`config.mk`:
```
export PLATFORM = sky130hd
export DESIGN_NAME = tdap_adjust
export DESIGN_NICKNAME = d
export VERILOG_FILES = /design/src/rtl/tdap_pkg.sv /design/src/rtl/tdap_adjust.sv
export SDC_FILE = /design/constraint.sdc
export NUM_CORES = 1
export LEC_CHECK = 0
export BUFFER_PORTS_ARGS = -buffer_cell sky130_fd_sc_hd__buf_2
export CAP_MARGIN = 20
export CORE_UTILIZATION = 55
export CTS_BUF_LIST = sky130_fd_sc_hd__clkbuf_4 sky130_fd_sc_hd__clkbuf_8
export DETAILED_ROUTE_END_ITERATION = 6
export GPL_TIMING_DRIVEN = 1
export PLACE_DENSITY = 0.76
export SKIP_LAST_GASP = 1
export SLEW_MARGIN = 10
export SYNTH_ARGS = -nofsm -noshare
export SYNTH_HDL_FRONTEND = slang
export SYNTH_SLANG_ARGS = --single-unit
```
`constraint.sdc`:
```
create_clock -name hclk -period 30.4 [get_ports hclk]
set_clock_uncertainty 0.15 [all_clocks]
set_input_delay 4.56 -clock hclk [delete_from_list [all_inputs] [get_ports hclk]]
set_output_delay 4.56 -clock hclk [all_outputs]
set_load 0.05 [all_outputs]
```
`src/rtl/tdap_pkg.sv`:
```
package tdap_pkg;

  // clock and delayed query after power-on
  localparam int unsigned CLK_HZ          = 250_000_000;
  localparam int unsigned QUERY_DELAY_US  = 100;
  localparam int unsigned QUERY_DELAY_CYC = QUERY_DELAY_US * (CLK_HZ / 1_000_000);

  // register byte offsets
  localparam logic [7:0] ADDR_CTRL       = 8'h00;
  localparam logic [7:0] ADDR_SEAS_OFS   = 8'h04;
  localparam logic [7:0] ADDR_ONCE       = 8'h08;
  localparam logic [7:0] ADDR_REC_START  = 8'h0c;
  localparam logic [7:0] ADDR_REC_END    = 8'h10;
  localparam logic [7:0] ADDR_LEAP_TIME  = 8'h14;
  localparam logic [7:0] ADDR_ATOMIC_OFS = 8'h18;
  localparam logic [7:0] ADDR_STATUS     = 8'h1c;
  localparam logic [7:0] ADDR_PROG_PRE   = 8'h20;
  localparam logic [7:0] ADDR_PROG_ALARM = 8'h24;
  localparam logic [7:0] ADDR_PROG_COUNT = 8'h28;
  localparam logic [7:0] ADDR_UTC_TIME   = 8'h2c;
  localparam logic [7:0] ADDR_ZONE_OFS   = 8'h30;

  // control register bits
  localparam int CTRL_MODE_LSB   = 0;
  localparam int CTRL_DEFER      = 2;
  localparam int CTRL_LEAP_POS   = 3;
  localparam int CTRL_LEAP_SET   = 4;
  localparam int CTRL_QRESTART   = 5;
  localparam int CTRL_ANNOUNCE   = 6;
  localparam int CTRL_ALARM_EN   = 7;
  localparam int CTRL_PROG_RST   = 8;
  localparam int CTRL_SRC_LSB    = 9;
  localparam int CTRL_QUERY      = 11;

  // status register bits
  localparam int STAT_TRUSTED    = 0;
  localparam int STAT_ANNOUNCE   = 1;
  localparam int STAT_SEAS_ACT   = 2;
  localparam int STAT_LEAP_PEND  = 3;
  localparam int STAT_LEAP_POS   = 4;
  localparam int STAT_LEAP_ARMED = 5;
  localparam int STAT_QUERY_REQ  = 6;
  localparam int STAT_ALARM      = 7;

  // time and date field layout shared by the time registers
  localparam int F_SEC_LSB   = 0;
  localparam int F_MIN_LSB   = 8;
  localparam int F_HOUR_LSB  = 16;
  localparam int F_DAY_LSB   = 0;
  localparam int F_WDAY_LSB  = 0;
  localparam int F_ORD_LSB   = 4;
  localparam int F_MONTH_LSB = 24;
  localparam int F_SIGN_BIT  = 15;
  localparam int OFS_HOUR_LSB = 8;

  // writable masks
  localparam logic [31:0] MASK_OFS  = 32'h0000_9f3f;
  localparam logic [31:0] MASK_ONCE = 32'h0f1f_3f1f;
  localparam logic [31:0] MASK_RULE = 32'h0f1f_3f77;
  localparam logic [31:0] MASK_HM   = 32'h001f_3f00;
  localparam logic [31:0] MASK_HMS  = 32'h001f_3f3f;

  // reset values and calendar constants
  localparam logic [7:0]  ATOMIC_OFS_RST = 8'h25;
  localparam logic [5:0]  SEC_SKIP       = 6'h3a;
  localparam logic [5:0]  SEC_LAST       = 6'h3b;
  localparam logic [5:0]  SEC_LEAP       = 6'h3c;
  localparam logic [5:0]  MIN_LAST       = 6'h3b;
  localparam logic [4:0]  HOUR_LAST      = 5'h17;
  localparam logic [2:0]  ORD_LAST       = 3'h7;
  localparam logic [13:0] MIN_PER_HOUR   = 14'h003c;
  localparam logic [13:0] MIN_PER_DAY    = 14'h05a0;

  typedef enum logic [1:0] {SEAS_DISABLED, SEAS_ONCE, SEAS_RECURRING, SEAS_RSVD} tdap_mode_t;
  typedef enum logic [1:0] {SRC_INTERNAL, SRC_TIMECODE, SRC_SATELLITE, SRC_NET_FOLLOWER}
    tdap_src_t;
  typedef enum logic [2:0] {LOG_NONE, LOG_SEAS_START, LOG_SEAS_END, LOG_LEAP, LOG_ALARM}
    tdap_log_t;

endpackage : tdap_pkg

```
`src/rtl/tdap_adjust.sv`:
```
// Design decisions made here: the register offsets and the AHB-Lite register port.
`timescale 1ns/1ns
`default_nettype none

module tdap_adjust
  import tdap_pkg::*;
#(
  parameter int unsigned QUERY_DELAY    = tdap_pkg::QUERY_DELAY_CYC,
  parameter bit          QRESTART_RESET = 1'b1
) (
  input  wire logic        hclk,
  input  wire logic        hresetn,
  input  wire logic        clk_en,
  input  wire logic        hsel,
  input  wire logic [31:0] haddr,
  input  wire logic [1:0]  htrans,
  input  wire logic        hwrite,
  input  wire logic [2:0]  hsize,
  input  wire logic [31:0] hwdata,
  input  wire logic        hready,
  output var  logic        hreadyout,
  output var  logic [31:0] hrdata,
  output var  logic        hresp,
  input  wire logic        sec_tick,
  input  wire logic [3:0]  cal_month,
  input  wire logic [4:0]  cal_day,
  input  wire logic [2:0]  cal_weekday,
  input  wire logic [4:0]  cal_month_days,
  input  wire logic        ext_leap_pending,
  input  wire logic        ext_leap_positive,
  input  wire logic        prog_reset_api,
  input  wire logic        prog_reset_gpi,
  input  wire logic        query_done,
  input  wire logic [7:0]  query_offset,
  output var  logic [16:0] utc_hms,
  output var  logic [10:0] local_minute,
  output var  logic [16:0] prog_hms,
  output var  logic [7:0]  atomic_time_offset_seconds,
  output var  logic        ptp_offset_valid,
  output var  logic        query_req,
  output var  logic        log_valid,
  output var  logic [2:0]  log_code,
  output var  logic        gpo_alarm
);

  if (QUERY_DELAY < 1) begin : g_chk
    $error("QUERY_DELAY must be at least one cycle");
  end

  typedef struct packed {
    logic              gpi_s1;
    logic              gpi_s2;
    logic              gpi_prev;
    logic              ap_wr;
    logic              rd_pend;
    logic [7:0]        ap_addr;
    logic              hreadyout;
    logic [31:0]       hrdata;
    tdap_mode_t        mode;
    tdap_src_t         src;
    logic              defer;
    logic              qrestart;
    logic              announce;
    logic              alarm_en;
    logic [31:0]       seas_ofs_w;
    logic [31:0]       once_w;
    logic [31:0]       rstart_w;
    logic [31:0]       rend_w;
    logic [31:0]       leap_w;
    logic [31:0]       zone_w;
    logic [31:0]       pre_w;
    logic [31:0]       alarm_w;
    logic [7:0]        atomic;
    logic              trusted;
    logic              leap_pend;
    logic              leap_pos;
    logic              leap_armed;
    logic              seas_active;
    logic signed [13:0] seas_min;
    logic [10:0]       chk_mod;
    logic [4:0]        uh;
    logic [5:0]        um;
    logic [5:0]        us;
    logic [4:0]        ph;
    logic [5:0]        pm;
    logic [5:0]        ps;
    logic [31:0]       qcnt;
    logic              boot_done;
    logic              query_req;
    logic              log_valid;
    tdap_log_t         log_code;
    logic              gpo_alarm;
    logic [10:0]       local_mod;
  } tdap_state_t;

  tdap_state_t st_reg;
  tdap_state_t st_next;

  ////////////////////////////////////////////////////////////////////////////////

  function automatic logic signed [13:0] ofs_minutes(input logic [31:0] w);
    logic [13:0] mag;
    mag = 14'(w[OFS_HOUR_LSB +: 5]) * MIN_PER_HOUR + 14'(w[F_MIN_LSB - 8 +: 6]);
    return w[F_SIGN_BIT] ? -$signed(mag) : $signed(mag);
  endfunction : ofs_minutes

  function automatic logic [10:0] hm_minutes(input logic [31:0] w);
    return 11'(14'(w[F_HOUR_LSB +: 5]) * MIN_PER_HOUR + 14'(w[F_MIN_LSB +: 6]));
  endfunction : hm_minutes

  // weekday, ordinal and month of a recurring rule against today
  function automatic logic rule_day(input logic [31:0] w, input logic [3:0] mon,
                                    input logic [4:0] day, input logic [2:0] wday,
                                    input logic [4:0] mdays);
    logic [2:0] week;
    logic       ord_ok;
    week = (day <= 5'h07) ? 3'h1 : (day <= 5'h0e) ? 3'h2 : (day <= 5'h15) ? 3'h3 :
           (day <= 5'h1c) ? 3'h4 : 3'h5;
    if (w[F_ORD_LSB +: 3] == ORD_LAST) begin
      ord_ok = (6'(day) + 6'h07) > 6'(mdays);
    end else begin
      ord_ok = (w[F_ORD_LSB +: 3] == week);
    end
    return ord_ok && (w[F_MONTH_LSB +: 4] == mon) && (w[F_WDAY_LSB +: 3] == wday);
  endfunction : rule_day

  ////////////////////////////////////////////////////////////////////////////////

  always_comb begin
    logic signed [13:0] t;
    logic [10:0]        utc_mod;
    logic               manual_src;
    logic               follow_src;
    logic               leap_here;
    logic               leap_done;
    logic               midnight;
    logic               prog_rst;
    logic               alarm_hit;
    logic [31:0]        rd;
    logic [31:0]        wd;
    st_next    = st_reg;
    t          = '0;
    rd         = '0;
    wd         = hwdata;
    leap_done  = 1'b0;
    midnight   = 1'b0;
    utc_mod    = '0;
    leap_here  = 1'b0;
    prog_rst   = 1'b0;
    alarm_hit  = 1'b0;
    manual_src = (st_reg.src == SRC_INTERNAL) || (st_reg.src == SRC_TIMECODE);
    follow_src = !manual_src;
    st_next.log_valid = 1'b0;
    st_next.hreadyout = 1'b1;

    st_next.gpi_s1   = prog_reset_gpi;
    st_next.gpi_s2   = st_reg.gpi_s1;
    st_next.gpi_prev = st_reg.gpi_s2;

    // local time: utc plus zone plus seasonal offset, wrapped into one day
    utc_mod = 11'(14'(st_reg.uh) * MIN_PER_HOUR + 14'(st_reg.um));
    t = $signed({3'b000, utc_mod}) + ofs_minutes(st_reg.zone_w) + st_reg.seas_min;
    if (t < 0) t = t + $signed(MIN_PER_DAY);
    if (t < 0) t = t + $signed(MIN_PER_DAY);
    if (t >= $signed(MIN_PER_DAY)) t = t - $signed(MIN_PER_DAY);
    if (t >= $signed(MIN_PER_DAY)) t = t - $signed(MIN_PER_DAY);
    st_next.local_mod = 11'(t);

    // leap minute: last utc minute of the day, or the deferred local minute
    if (st_reg.defer && follow_src) begin
      leap_here = st_reg.leap_armed && (st_next.local_mod == hm_minutes(st_reg.leap_w));
    end else begin
      leap_here = st_reg.leap_pend && (st_reg.uh == HOUR_LAST) && (st_reg.um == MIN_LAST);
    end

    // utc time of day with leap second handling
    if (sec_tick) begin
      if (leap_here && st_reg.leap_pos && (st_reg.us == SEC_LAST)) begin
        st_next.us = SEC_LEAP;
      end else if ((st_reg.us >= SEC_LAST) ||
                   (leap_here && !st_reg.leap_pos && (st_reg.us == SEC_SKIP))) begin
        st_next.us = '0;
        leap_done  = leap_here;
        if (st_reg.um == MIN_LAST) begin
          st_next.um = '0;
          if (st_reg.uh == HOUR_LAST) begin
            st_next.uh = '0;
            midnight   = 1'b1;
          end else begin
            st_next.uh = st_reg.uh + 5'h01;
          end
        end else begin
          st_next.um = st_reg.um + 6'h01;
        end
      end else begin
        st_next.us = st_reg.us + 6'h01;
      end
    end

    // deferral window opens at utc midnight, so it ends within a day
    if (midnight && st_reg.leap_pend && st_reg.defer && follow_src) begin
      st_next.leap_armed = 1'b1;
    end
    if (leap_done) begin
      st_next.atomic     = st_reg.leap_pos ? st_reg.atomic + 8'h01 : st_reg.atomic - 8'h01;
      st_next.leap_pend  = 1'b0;
      st_next.leap_armed = 1'b0;
      st_next.log_valid  = 1'b1;
      st_next.log_code   = LOG_LEAP;
    end

    // seasonal schedule, once per new local minute
    if (st_next.local_mod != st_reg.chk_mod) begin
      st_next.chk_mod = st_next.local_mod;
      if (st_reg.mode == SEAS_ONCE && cal_month == st_reg.once_w[F_MONTH_LSB +: 4] &&
          cal_day == st_reg.once_w[F_DAY_LSB +: 5] &&
          st_next.local_mod == hm_minutes(st_reg.once_w)) begin
        st_next.seas_min  = st_reg.seas_min + ofs_minutes(st_reg.seas_ofs_w);
        st_next.mode      = SEAS_DISABLED;
        st_next.log_valid = 1'b1;
        st_next.log_code  = LOG_SEAS_START;
      end else if (st_reg.mode == SEAS_RECURRING && !st_reg.seas_active &&
                   rule_day(st_reg.rstart_w, cal_month, cal_day, cal_weekday, cal_month_days) &&
                   st_next.local_mod == hm_minutes(st_reg.rstart_w)) begin
        st_next.seas_min    = ofs_minutes(st_reg.seas_ofs_w);
        st_next.seas_active = 1'b1;
        st_next.log_valid   = 1'b1;
        st_next.log_code    = LOG_SEAS_START;
      end else if (st_reg.mode == SEAS_RECURRING && st_reg.seas_active &&
                   rule_day(st_reg.rend_w, cal_month, cal_day, cal_weekday, cal_month_days) &&
                   st_next.local_mod == hm_minutes(st_reg.rend_w)) begin
        st_next.seas_min    = '0;
        st_next.seas_active = 1'b0;
        st_next.log_valid   = 1'b1;
        st_next.log_code    = LOG_SEAS_END;
      end
    end

    // program time counter
    prog_rst = prog_reset_api || (st_reg.gpi_s2 && !st_reg.gpi_prev) ||
               (st_reg.ap_wr && st_reg.ap_addr == ADDR_CTRL && wd[CTRL_PROG_RST]);
    if (prog_rst) begin
      st_next.ph = st_reg.pre_w[F_HOUR_LSB +: 5];
      st_next.pm = st_reg.pre_w[F_MIN_LSB +: 6];
      st_next.ps = st_reg.pre_w[F_SEC_LSB +: 6];
    end else if (sec_tick) begin
      if (st_reg.ps == SEC_LAST) begin
        st_next.ps = '0;
        if (st_reg.pm == MIN_LAST) begin
          st_next.pm = '0;
          st_next.ph = (st_reg.ph == HOUR_LAST) ? 5'h00 : st_reg.ph + 5'h01;
        end else begin
          st_next.pm = st_reg.pm + 6'h01;
        end
      end else begin
        st_next.ps = st_reg.ps + 6'h01;
      end
    end
    alarm_hit = st_reg.alarm_en &&
                ({st_reg.ph, st_reg.pm, st_reg.ps} ==
                 {st_reg.alarm_w[F_HOUR_LSB +: 5], st_reg.alarm_w[F_MIN_LSB +: 6],
                  st_reg.alarm_w[F_SEC_LSB +: 6]});
    st_next.gpo_alarm = alarm_hit;
    if (alarm_hit && !st_reg.gpo_alarm && !st_next.log_valid) begin
      st_next.log_valid = 1'b1;
      st_next.log_code  = LOG_ALARM;
    end

    // remote offset query, issued once after the power-on delay if qrestart is set and the source is internal or timecode
    if (!st_reg.boot_done) begin
      st_next.qcnt = st_reg.qcnt + 32'h1;
      if (st_reg.qcnt == 32'(QUERY_DELAY - 1)) begin
        st_next.boot_done = 1'b1;
        if (st_reg.qrestart && manual_src) st_next.query_req = 1'b1;
      end
    end
    if (query_done && st_reg.query_req) begin
      st_next.query_req = 1'b0;
      st_next.atomic    = query_offset;
      st_next.trusted   = 1'b1;
    end

    // external leap notice only counts with followed sources
    if (ext_leap_pending && follow_src) begin
      st_next.leap_pend = 1'b1;
      st_next.leap_pos  = ext_leap_positive;
    end

    // bus data phase: writes land here, after any hardware clear, so sets win
    if (st_reg.ap_wr) begin
      if (st_reg.ap_addr == ADDR_CTRL) begin
        st_next.mode     = tdap_mode_t'(wd[CTRL_MODE_LSB +: 2]);
        if (tdap_mode_t'(wd[CTRL_MODE_LSB +: 2]) == SEAS_DISABLED) begin
          st_next.seas_min    = '0;
          st_next.seas_active = 1'b0;
        end
        st_next.defer    = wd[CTRL_DEFER];
        st_next.qrestart = wd[CTRL_QRESTART];
        st_next.announce = wd[CTRL_ANNOUNCE];
        st_next.alarm_en = wd[CTRL_ALARM_EN];
        st_next.src      = tdap_src_t'(wd[CTRL_SRC_LSB +: 2]);
        if (wd[CTRL_LEAP_SET]) begin
          st_next.leap_pend = 1'b1;
          st_next.leap_pos  = wd[CTRL_LEAP_POS];
        end
        if (wd[CTRL_QUERY] && manual_src) st_next.query_req = 1'b1;
      end else if (st_reg.ap_addr == ADDR_SEAS_OFS) begin
        st_next.seas_ofs_w = wd & MASK_OFS;
      end else if (st_reg.ap_addr == ADDR_ONCE) begin
        st_next.once_w = wd & MASK_ONCE;
      end else if (st_reg.ap_addr == ADDR_REC_START) begin
        st_next.rstart_w = wd & MASK_RULE;
      end else if (st_reg.ap_addr == ADDR_REC_END) begin
        st_next.rend_w = wd & MASK_RULE;
      end else if (st_reg.ap_addr == ADDR_LEAP_TIME) begin
        st_next.leap_w = wd & MASK_HM;
      end else if (st_reg.ap_addr == ADDR_ATOMIC_OFS) begin
        if (manual_src) begin
          st_next.atomic  = wd[7:0];
          st_next.trusted = 1'b1;
        end
      end else if (st_reg.ap_addr == ADDR_PROG_PRE) begin
        st_next.pre_w = wd & MASK_HMS;
      end else if (st_reg.ap_addr == ADDR_PROG_ALARM) begin
        st_next.alarm_w = wd & MASK_HMS;
      end else if (st_reg.ap_addr == ADDR_UTC_TIME) begin
        st_next.uh = wd[F_HOUR_LSB +: 5];
        st_next.um = wd[F_MIN_LSB +: 6];
        st_next.us = wd[F_SEC_LSB +: 6];
      end else if (st_reg.ap_addr == ADDR_ZONE_OFS) begin
        st_next.zone_w = wd & MASK_OFS;
      end
    end

    // read mux; reads take one wait state so a preceding write is seen
    if (st_reg.ap_addr == ADDR_CTRL) begin
      rd[CTRL_MODE_LSB +: 2] = st_reg.mode;
      rd[CTRL_DEFER]         = st_reg.defer;
      rd[CTRL_LEAP_POS]      = st_reg.leap_pos;
      rd[CTRL_QRESTART]      = st_reg.qrestart;
      rd[CTRL_ANNOUNCE]      = st_reg.announce;
      rd[CTRL_ALARM_EN]      = st_reg.alarm_en;
      rd[CTRL_SRC_LSB +: 2]  = st_reg.src;
    end else if (st_reg.ap_addr == ADDR_SEAS_OFS) begin
      rd = st_reg.seas_ofs_w;
    end else if (st_reg.ap_addr == ADDR_ONCE) begin
      rd = st_reg.once_w;
    end else if (st_reg.ap_addr == ADDR_REC_START) begin
      rd = st_reg.rstart_w;
    end else if (st_reg.ap_addr == ADDR_REC_END) begin
      rd = st_reg.rend_w;
    end else if (st_reg.ap_addr == ADDR_LEAP_TIME) begin
      rd = st_reg.leap_w;
    end else if (st_reg.ap_addr == ADDR_ATOMIC_OFS) begin
      rd[7:0] = st_reg.atomic;
    end else if (st_reg.ap_addr == ADDR_STATUS) begin
      rd[STAT_TRUSTED]    = st_reg.trusted || st_reg.announce;
      rd[STAT_ANNOUNCE]   = st_reg.announce;
      rd[STAT_SEAS_ACT]   = st_reg.seas_active;
      rd[STAT_LEAP_PEND]  = st_reg.leap_pend;
      rd[STAT_LEAP_POS]   = st_reg.leap_pos;
      rd[STAT_LEAP_ARMED] = st_reg.leap_armed;
      rd[STAT_QUERY_REQ]  = st_reg.query_req;
      rd[STAT_ALARM]      = st_reg.gpo_alarm;
    end else if (st_reg.ap_addr == ADDR_PROG_PRE) begin
      rd = st_reg.pre_w;
    end else if (st_reg.ap_addr == ADDR_PROG_ALARM) begin
      rd = st_reg.alarm_w;
    end else if (st_reg.ap_addr == ADDR_PROG_COUNT) begin
      rd[F_HOUR_LSB +: 5] = st_reg.ph;
      rd[F_MIN_LSB +: 6]  = st_reg.pm;
      rd[F_SEC_LSB +: 6]  = st_reg.ps;
    end else if (st_reg.ap_addr == ADDR_UTC_TIME) begin
      rd[F_HOUR_LSB +: 5] = st_reg.uh;
      rd[F_MIN_LSB +: 6]  = st_reg.um;
      rd[F_SEC_LSB +: 6]  = st_reg.us;
    end else if (st_reg.ap_addr == ADDR_ZONE_OFS) begin
      rd = st_reg.zone_w;
    end

    // address phase
    st_next.ap_wr   = 1'b0;
    st_next.rd_pend = 1'b0;
    if (st_reg.rd_pend) begin
      st_next.hrdata = rd;
    end else if (hsel && htrans[1] && hready) begin
      st_next.ap_addr = {haddr[7:2], 2'b00};
      st_next.ap_wr   = hwrite;
      st_next.rd_pend = !hwrite;
      st_next.hreadyout = hwrite;
    end
  end

  ////////////////////////////////////////////////////////////////////////////////

  always_ff @(posedge hclk or negedge hresetn) begin
    if (!hresetn) begin
      st_reg           <= '0;
      st_reg.hreadyout <= 1'b1;
      st_reg.atomic    <= ATOMIC_OFS_RST;
      st_reg.trusted   <= 1'b0;
      st_reg.qrestart  <= QRESTART_RESET;
    end else if (clk_en) begin
      st_reg <= st_next;
    end
  end

  assign hreadyout                  = st_reg.hreadyout;
  assign hrdata                     = st_reg.hrdata;
  assign hresp                      = 1'b0;
  assign utc_hms                    = {st_reg.uh, st_reg.um, st_reg.us};
  assign local_minute               = st_reg.local_mod;
  assign prog_hms                   = {st_reg.ph, st_reg.pm, st_reg.ps};
  assign atomic_time_offset_seconds = st_reg.atomic;
  assign ptp_offset_valid           = st_reg.announce;
  assign query_req                  = st_reg.query_req;
  assign log_valid                  = st_reg.log_valid;
  assign log_code                   = st_reg.log_code;
  assign gpo_alarm                  = st_reg.gpo_alarm;

endmodule : tdap_adjust

`default_nettype wire

```
-- Word-level counts from Yosys, hierarchy flattened
Index checks and enable logic that the tools add are counted.
- $add $sub $neg: 26
- multiply operators: 7
- reductions and logical operators: 72
- muxes and demuxes: 137
- order comparisons: 10
- eq/ne operators: 39
- bitwise gates (word level): 12
- operators with widths (kind ; number):
    two-way mux 275 bit ; 1
    two-way mux 249 bit ; 1
    two-way mux 17 bit ; 14
    two-way mux 229 bit ; 1
    two-way mux 32 bit ; 7
    two-way mux 197 bit ; 1
    two-way mux 165 bit ; 1
    two-way mux 126 bit ; 1
    two-way mux 21 bit ; 5
    two-way mux 16 bit ; 6
    two-way mux 89 bit ; 1
    two-way mux 14 bit ; 6
    two-way mux 28 bit ; 3
    two-way mux 80 bit ; 1
    two-way mux 15 bit ; 5
    two-way mux 11 bit ; 6
    multiplier 5 x 4 -> 9 bit (second input constant) ; 7
    adder 11 x 6 -> 11 bit ; 5
    two-way mux 6 bit ; 9
    two-way mux 24 bit ; 2
    == test 11 bit ; 4
    two-way mux 8 bit ; 5
    logical AND 1 bit ; 36
    adder 32 x 1 -> 32 bit (second input constant) ; 1
    other kinds (57) ; 174
- register bits: 305
- logic and storage cells: 346
- input port bits: 106
- output and inout port bits: 94

-- Longest topological paths before layout
- depth after elaboration: 36
- gate-level depth with buffers: 49
- depth with buffers taken out: 43

-- Worst setup path after synthesis
Ideal clock, no wire load.
- path kind: reg-to-reg
- from: register st_reg[196] (netlist name)
- to: register st_reg (netlist bit log_valid)
- data required time: 30.126 ns
- library setup time: 0.124 ns
- buffers on the path: 5
- path slack: 19.777 ns
- cell stages (with the launch flop): 47
- arrival time: 10.349 ns
- clock period less this slack: 10.623 ns
- path through: dfrtp_1 inv_1 fa_1 fa_1 inv_1 fa_1 ha_1 a21boi_0 o21bai_1 nor2_1 xor2_1 xor2_1 fa_1 inv_1 ha_1 clkbuf_1 a21o_1 a21oi_1 (+11 left out) ha_1 nand3b_1 nor4_1 o21ai_1 a2111o_1 a21o_1 a22o_1 buf_6 and3_4 or3_1 and2_1 buf_2 xnor2_1 and4_1 clkbuf_1 o21a_1 or3_1 o31a_1
- cells in the longest elaborated chain, start to end: 31
- elaborated cells between the ends (all ways): 44
- classes of those cells: add/sub (8); mul (1); order compare (4); eq/ne (5); mux (15); reduce/logical (11)
- ends and longest elaborated chain (what ; line ; text):
    start: declaration ; tdap_adjust.sv:96 ; tdap_state_t st_reg;
    start signal: assignment ; tdap_adjust.sv:404 ; st_reg <= st_next;
    multiplier 5 x 4 -> 9 bit (*) ; tdap_adjust.sv:103 ; mag = 14'(w[OFS_HOUR_LSB +: 5]) * MIN_PER_HOUR + 14'(w[F_MIN_LSB - 8 +: 6]);
    adder 11 x 6 -> 12 bit (*) ; tdap_adjust.sv:103 ;
    negation 12 -> 14 bit ; tdap_adjust.sv:104 ; return w[F_SIGN_BIT] ? -$signed(mag) : $signed(mag);
    two-way mux 14 bit (*) ; tdap_adjust.sv:104 ;
    adder 12 x 14 -> 14 bit (*) ; tdap_adjust.sv:162 ; t = $signed({3'b000, utc_mod}) + ofs_minutes(st_reg.zone_w) + st_reg.seas_min;
    adder 14 bit (*) ; tdap_adjust.sv:162 ;
    adder 14 x 12 -> 14 bit / less-than comparator 14 x 1 -> 1 bit (equally long branches) ; tdap_adjust.sv:163 ; if (t < 0) t = t + $signed(MIN_PER_DAY);
    two-way mux 14 bit (*) ; tdap_adjust.sv:163 ;
    (+15 left out) ; - ;
    two-way mux 4 bit ; tdap_adjust.sv:204 ; if (leap_done) begin
    two-way mux 4 bit ; tdap_adjust.sv:229 ; end else if (st_reg.mode == SEAS_RECURRING && st_reg.seas_active &&
    two-way mux 4 bit ; tdap_adjust.sv:222 ; end else if (st_reg.mode == SEAS_RECURRING && !st_reg.seas_active &&
    two-way mux 4 bit ; tdap_adjust.sv:215 ; if (st_reg.mode == SEAS_ONCE && cal_month == st_reg.once_w[F_MONTH_LSB +: 4] &&
    two-way mux 4 bit (*) ; tdap_adjust.sv:213 ; if (st_next.local_mod != st_reg.chk_mod) begin
    zero test 1 bit ; tdap_adjust.sv:264 ; if (alarm_hit && !st_reg.gpo_alarm && !st_next.log_valid) begin
    logical AND 1 bit ; tdap_adjust.sv:264 ;
    two-way mux 4 bit (*) ; tdap_adjust.sv:264 ;
Mark *: on every way between the ends. The rest lies on a longest branch, timed or not.
A chain may end at the register's enable or synchronous reset.

-- Worst setup path after layout
- from: register st_reg[196] (netlist name)
- to: register st_reg[100] (netlist name)
- cells in the longest elaborated chain, start to end: 23
- elaborated cells between the ends (all ways): 32
- classes of those cells: add/sub (8); mul (1); order compare (4); eq/ne (4); mux (12); reduce/logical (3)
- ends and longest elaborated chain (what ; line ; text):
    multiplier 5 x 4 -> 9 bit (*) ; tdap_adjust.sv:103 ;
    adder 11 x 6 -> 12 bit (*) ; tdap_adjust.sv:103 ;
    negation 12 -> 14 bit ; tdap_adjust.sv:104 ;
    two-way mux 14 bit (*) ; tdap_adjust.sv:104 ;
    adder 12 x 14 -> 14 bit (*) ; tdap_adjust.sv:162 ;
    adder 14 bit (*) ; tdap_adjust.sv:162 ;
    adder 14 x 12 -> 14 bit / less-than comparator 14 x 1 -> 1 bit (equally long branches) ; tdap_adjust.sv:163 ;
    two-way mux 14 bit (*) ; tdap_adjust.sv:163 ;
    (+7 left out) ; - ;
    logical AND 1 bit ; tdap_adjust.sv:230 ; rule_day(st_reg.rend_w, cal_month, cal_day, cal_weekday, cal_month_days) &&
    two-way mux 15 bit ; tdap_adjust.sv:229 ;
    two-way mux 15 bit ; tdap_adjust.sv:222 ;
    two-way mux 14 bit ; tdap_adjust.sv:215 ;
    two-way mux 26 bit (*) ; tdap_adjust.sv:213 ;
    two-way mux 15 bit ; tdap_adjust.sv:293 ; if (tdap_mode_t'(wd[CTRL_MODE_LSB +: 2]) == SEAS_DISABLED) begin
    two-way mux 15 bit ; tdap_adjust.sv:291 ; if (st_reg.ap_addr == ADDR_CTRL) begin
    two-way mux 15 bit (*) ; tdap_adjust.sv:290 ; if (st_reg.ap_wr) begin
Marked as above.

==> results.sh <==
export IMPL_routed_via_density=6.272
export IMPL_fillers=3776
export IMPL_yosysMostFrequentCell="dfrtp_1"
export IMPL_netlist_area_leader_share_pct=29.23
export IMPL_synth_area_leaders="dfrtp_1, ha_1, mux2_2, fa_1, xnor2_1"
export IMPL_cp_slowest_stage_delay_ns=0.93
export IMPL_hold_buffers=0
export IMPL_first_pass_iters=7
export IMPL_cts_path_max_buffers=3
export IMPL_rows=77
export IMPL_worstSetupPathType="reg -> reg"
export IMPL_violations="DRC"
export IMPL_die_area_sq_um=46300
export IMPL_synthDistinctLibCells=109
export IMPL_cp_arrival_ns=13.19
export IMPL_gp_congestion=0.9723
export IMPL_grt_usage_pct=32.33
export IMPL_synth_seq_area_share_pct=29.76
export IMPL_regArea_sq_um=7438
export IMPL_end_kind="register"
export IMPL_synth_simple_area_share_pct=14.53
export IMPL_clock_root_buffer="clkbuf_8"
export IMPL_post_cts_buffers=0
export IMPL_fin_area_sq_um=26840
export IMPL_worst_skew_pair_late_latency_ns=0.69
export IMPL_r2r_slack_ns=17.54
export IMPL_yosys_area_top_type="dfrtp_1"
export IMPL_cts_tree="yes"
export IMPL_max_clock_freq_ghz=0.07778
export IMPL_numPortBuffers=152
export IMPL_synth_cells=2706
export IMPL_worst_slew_pin_transition_ns=1.072
export IMPL_grt_max_degree=94
export IMPL_post_dp_hpwl_mm=56.89
export IMPL_crit_path_top_delay_cell="nand4_1"
export IMPL_die_y_microns=215.2
export IMPL_post_route_period_util_pct=42.29
export IMPL_drv_cap=0
export IMPL_detail_route_antenna_nets=0
export IMPL_tns_ns=0
export IMPL_finalHoldViolCount=0
export IMPL_fin_nets=3097
export IMPL_synthMuxAreaShare_pct=7.308
export IMPL_routed_wl_mm=75.40
export IMPL_cts_resized=0
export IMPL_critPathMaxFanout=11
export IMPL_io_pins=200
export IMPL_drv_slew=0
export IMPL_synth_compound_area_share_pct=17.74
export IMPL_regToRegStartpoint="st_reg[196]$_DFFE_PN0P_"
export IMPL_placed_area_sq_um=25620
export IMPL_min_path_cells=1
export IMPL_drc=8
export IMPL_largest_reg_flops=210
export IMPL_startpoint_type="register"
export IMPL_status="finished, violations left"
export IMPL_rsz0062_at_grt="no"
export IMPL_overflow=0
export IMPL_worstHoldStart="log_code[1]$_DFFE_PN0P_"
export IMPL_synth_common_cells="dfrtp_1, nand2_1, inv_1"
export IMPL_async_reset_ff_share_pct=100.0
export IMPL_cp_required_ns=30.73
export IMPL_fin_crit_ns=12.86
export IMPL_multiInputGateArea_sq_um=15770
export IMPL_synth_avg_cell_area_sq_um=9.237
export IMPL_postLayoutCoreUtil_pct=60.30
export IMPL_yosys_warnings=0
export IMPL_core_area_sq_um=44510
export IMPL_drive_above_1_share_pct=17.48
export IMPL_synth_main_ff_cell="dfrtp_1"
export IMPL_cts_sinks=297
export IMPL_chipWidth_microns=215.2
export IMPL_areaGrowthSynthToFinish_pct=7.368
export IMPL_grt_pass1_wl_mm=116.9
export IMPL_hold_end="log_code[1]$_DFFE_PN0P_"
export IMPL_grt_pass1_vias=20706
export IMPL_reg2reg_depth=40
export IMPL_synth_edff_count=0
export IMPL_start_util_pct=56.16
export IMPL_post_drt_wl_per_cell_microns=22.28
export IMPL_setup_viol=0
export IMPL_clk_pin_slew_worst_paths_ns=0.06
export IMPL_yosys_register_bits=297
export IMPL_cts_buffers=54
export IMPL_drt_iter0_markers=1835
export IMPL_synth_adder_area_share_pct=14.12
export IMPL_crit_top_cell="fa_1"
export IMPL_vias=21226
export IMPL_slew_headroom_pct=27.61
export IMPL_synth_xor_area_share_pct=9.115
export IMPL_synth_top_family_by_area="compound AO/OA/AOI/OAI gates"
export IMPL_r2r_end="st_reg[100]$_DFFE_PN0P_"
export IMPL_htreeDepth=2
export IMPL_mappedNetlistArea_sq_um=25000
export IMPL_antenna_found_initial=3
export IMPL_worstHoldPathType="reg -> reg"
-- layout make-up --
cell class | instances | area share [%]
multi-input cells | 2024 | 58.76
flip-flops and latches | 297 | 27.72
clock buffers | 81 | 3.897
repair buffers | 179 | 3.650
well taps | 592 | 2.760
inverters | 195 | 2.727
clock inverters | 15 | 0.4802
diodes | 1 | 0.009324
-- worst max-delay path: cells and delay by family (launching register included) --
| family | cells | cell delay, ns |
|---|---|---|
| buf+inv | 4 | 0.54 |
| mux | 1 | 0.38 |
| xor+xnor | 3 | 0.60 |
| flops | 1 | 0.50 |
| compound gates | 14 | 3.58 |
| simple gates | 11 | 3.97 |
| fa+ha+maj | 7 | 2.95 |
-- per-layer routing --
layer / share of wire, % / wire [microns] / global-route usage, % / vias to the layer above
li1: - / - / - / 9630
met1: 41 / 30650 / 42.74 / 10321
met2: 45 / 33810 / 50.46 / 1032
met3: 9.1 / 6891 / 6.893 / 241
met4: 5.3 / 4028 / 15.48 / 2
met5: 0.017 / 13 / 0 / -
-- layout by cell type (no fill, tap or decap), types with 48 or more instances in the layout --
cell type | Yosys | routed
inv_1 | 195 | 195
fa_1 | 70 | 70
xor2_1 | 86 | 86
clkbuf_8 | 0 | 70
a21o_1 | 48 | 48
mux2_2 | 146 | 146
nand2_1 | 207 | 207
ha_1 | 170 | 170
dfrtp_1 | 292 | 292
buf_2 | 8 | 151
nand3_1 | 71 | 71
o21ai_0 | 153 | 153
xnor2_1 | 160 | 160
nor2_1 | 135 | 134
a21oi_1 | 143 | 143
-- per-stage QoR --
stage / cells / setup WS (ns) / hold slack (ns)
global placement: 3283 / 18.07 / 0.3095
global route: 3384 / 16.83 / 0.3454
detailed placement: 3283 / 17.81 / 0.3113
floorplan: 2714 / 19.78 / 0.2929
finish: 3384 / 17.54 / 0.3191
CTS: 3379 / 17.79 / 0.3243
-- how the worst max path moves through the flow --
| stage | startpoint | end | slack (ns) | cells past startpoint |
|---|---|---|---|---|
| final | st_reg[196]$_DFFE_PN0P_ | st_reg[100]$_DFFE_PN0P_ | 17.54 | 40 |
| after global routing | st_reg[196]$_DFFE_PN0P_ | st_reg[100]$_DFFE_PN0P_ | 16.83 | 40 |
| after CTS | st_reg[196]$_DFFE_PN0P_ | st_reg[100]$_DFFE_PN0P_ | 17.79 | 40 |
| after detailed placement | st_reg[196]$_DFFE_PN0P_ | st_reg[100]$_DFFE_PN0P_ | 17.81 | 40 |
| after global placement | st_reg[196]$_DFFE_PN0P_ | st_reg[95]$_DFFE_PN0P_ | 18.07 | 40 |
| after floorplan | st_reg[196]$_DFFE_PN0P_ | log_valid$_DFFE_PN0P_ | 19.78 | 46 |
-- cell families after synthesis --
family	after synthesis
AOI/OAI and AO/OA	648
xor gates and xnor gates	252
adders and majority gates	240
buffers and inverters	393
DFF	297
muxes	163
other	1
and+or+nand+nor	712
Power is left out: the tool's default activity adds up to more than one toggle a clock period on the data nets, which glitch-free logic cannot reach.
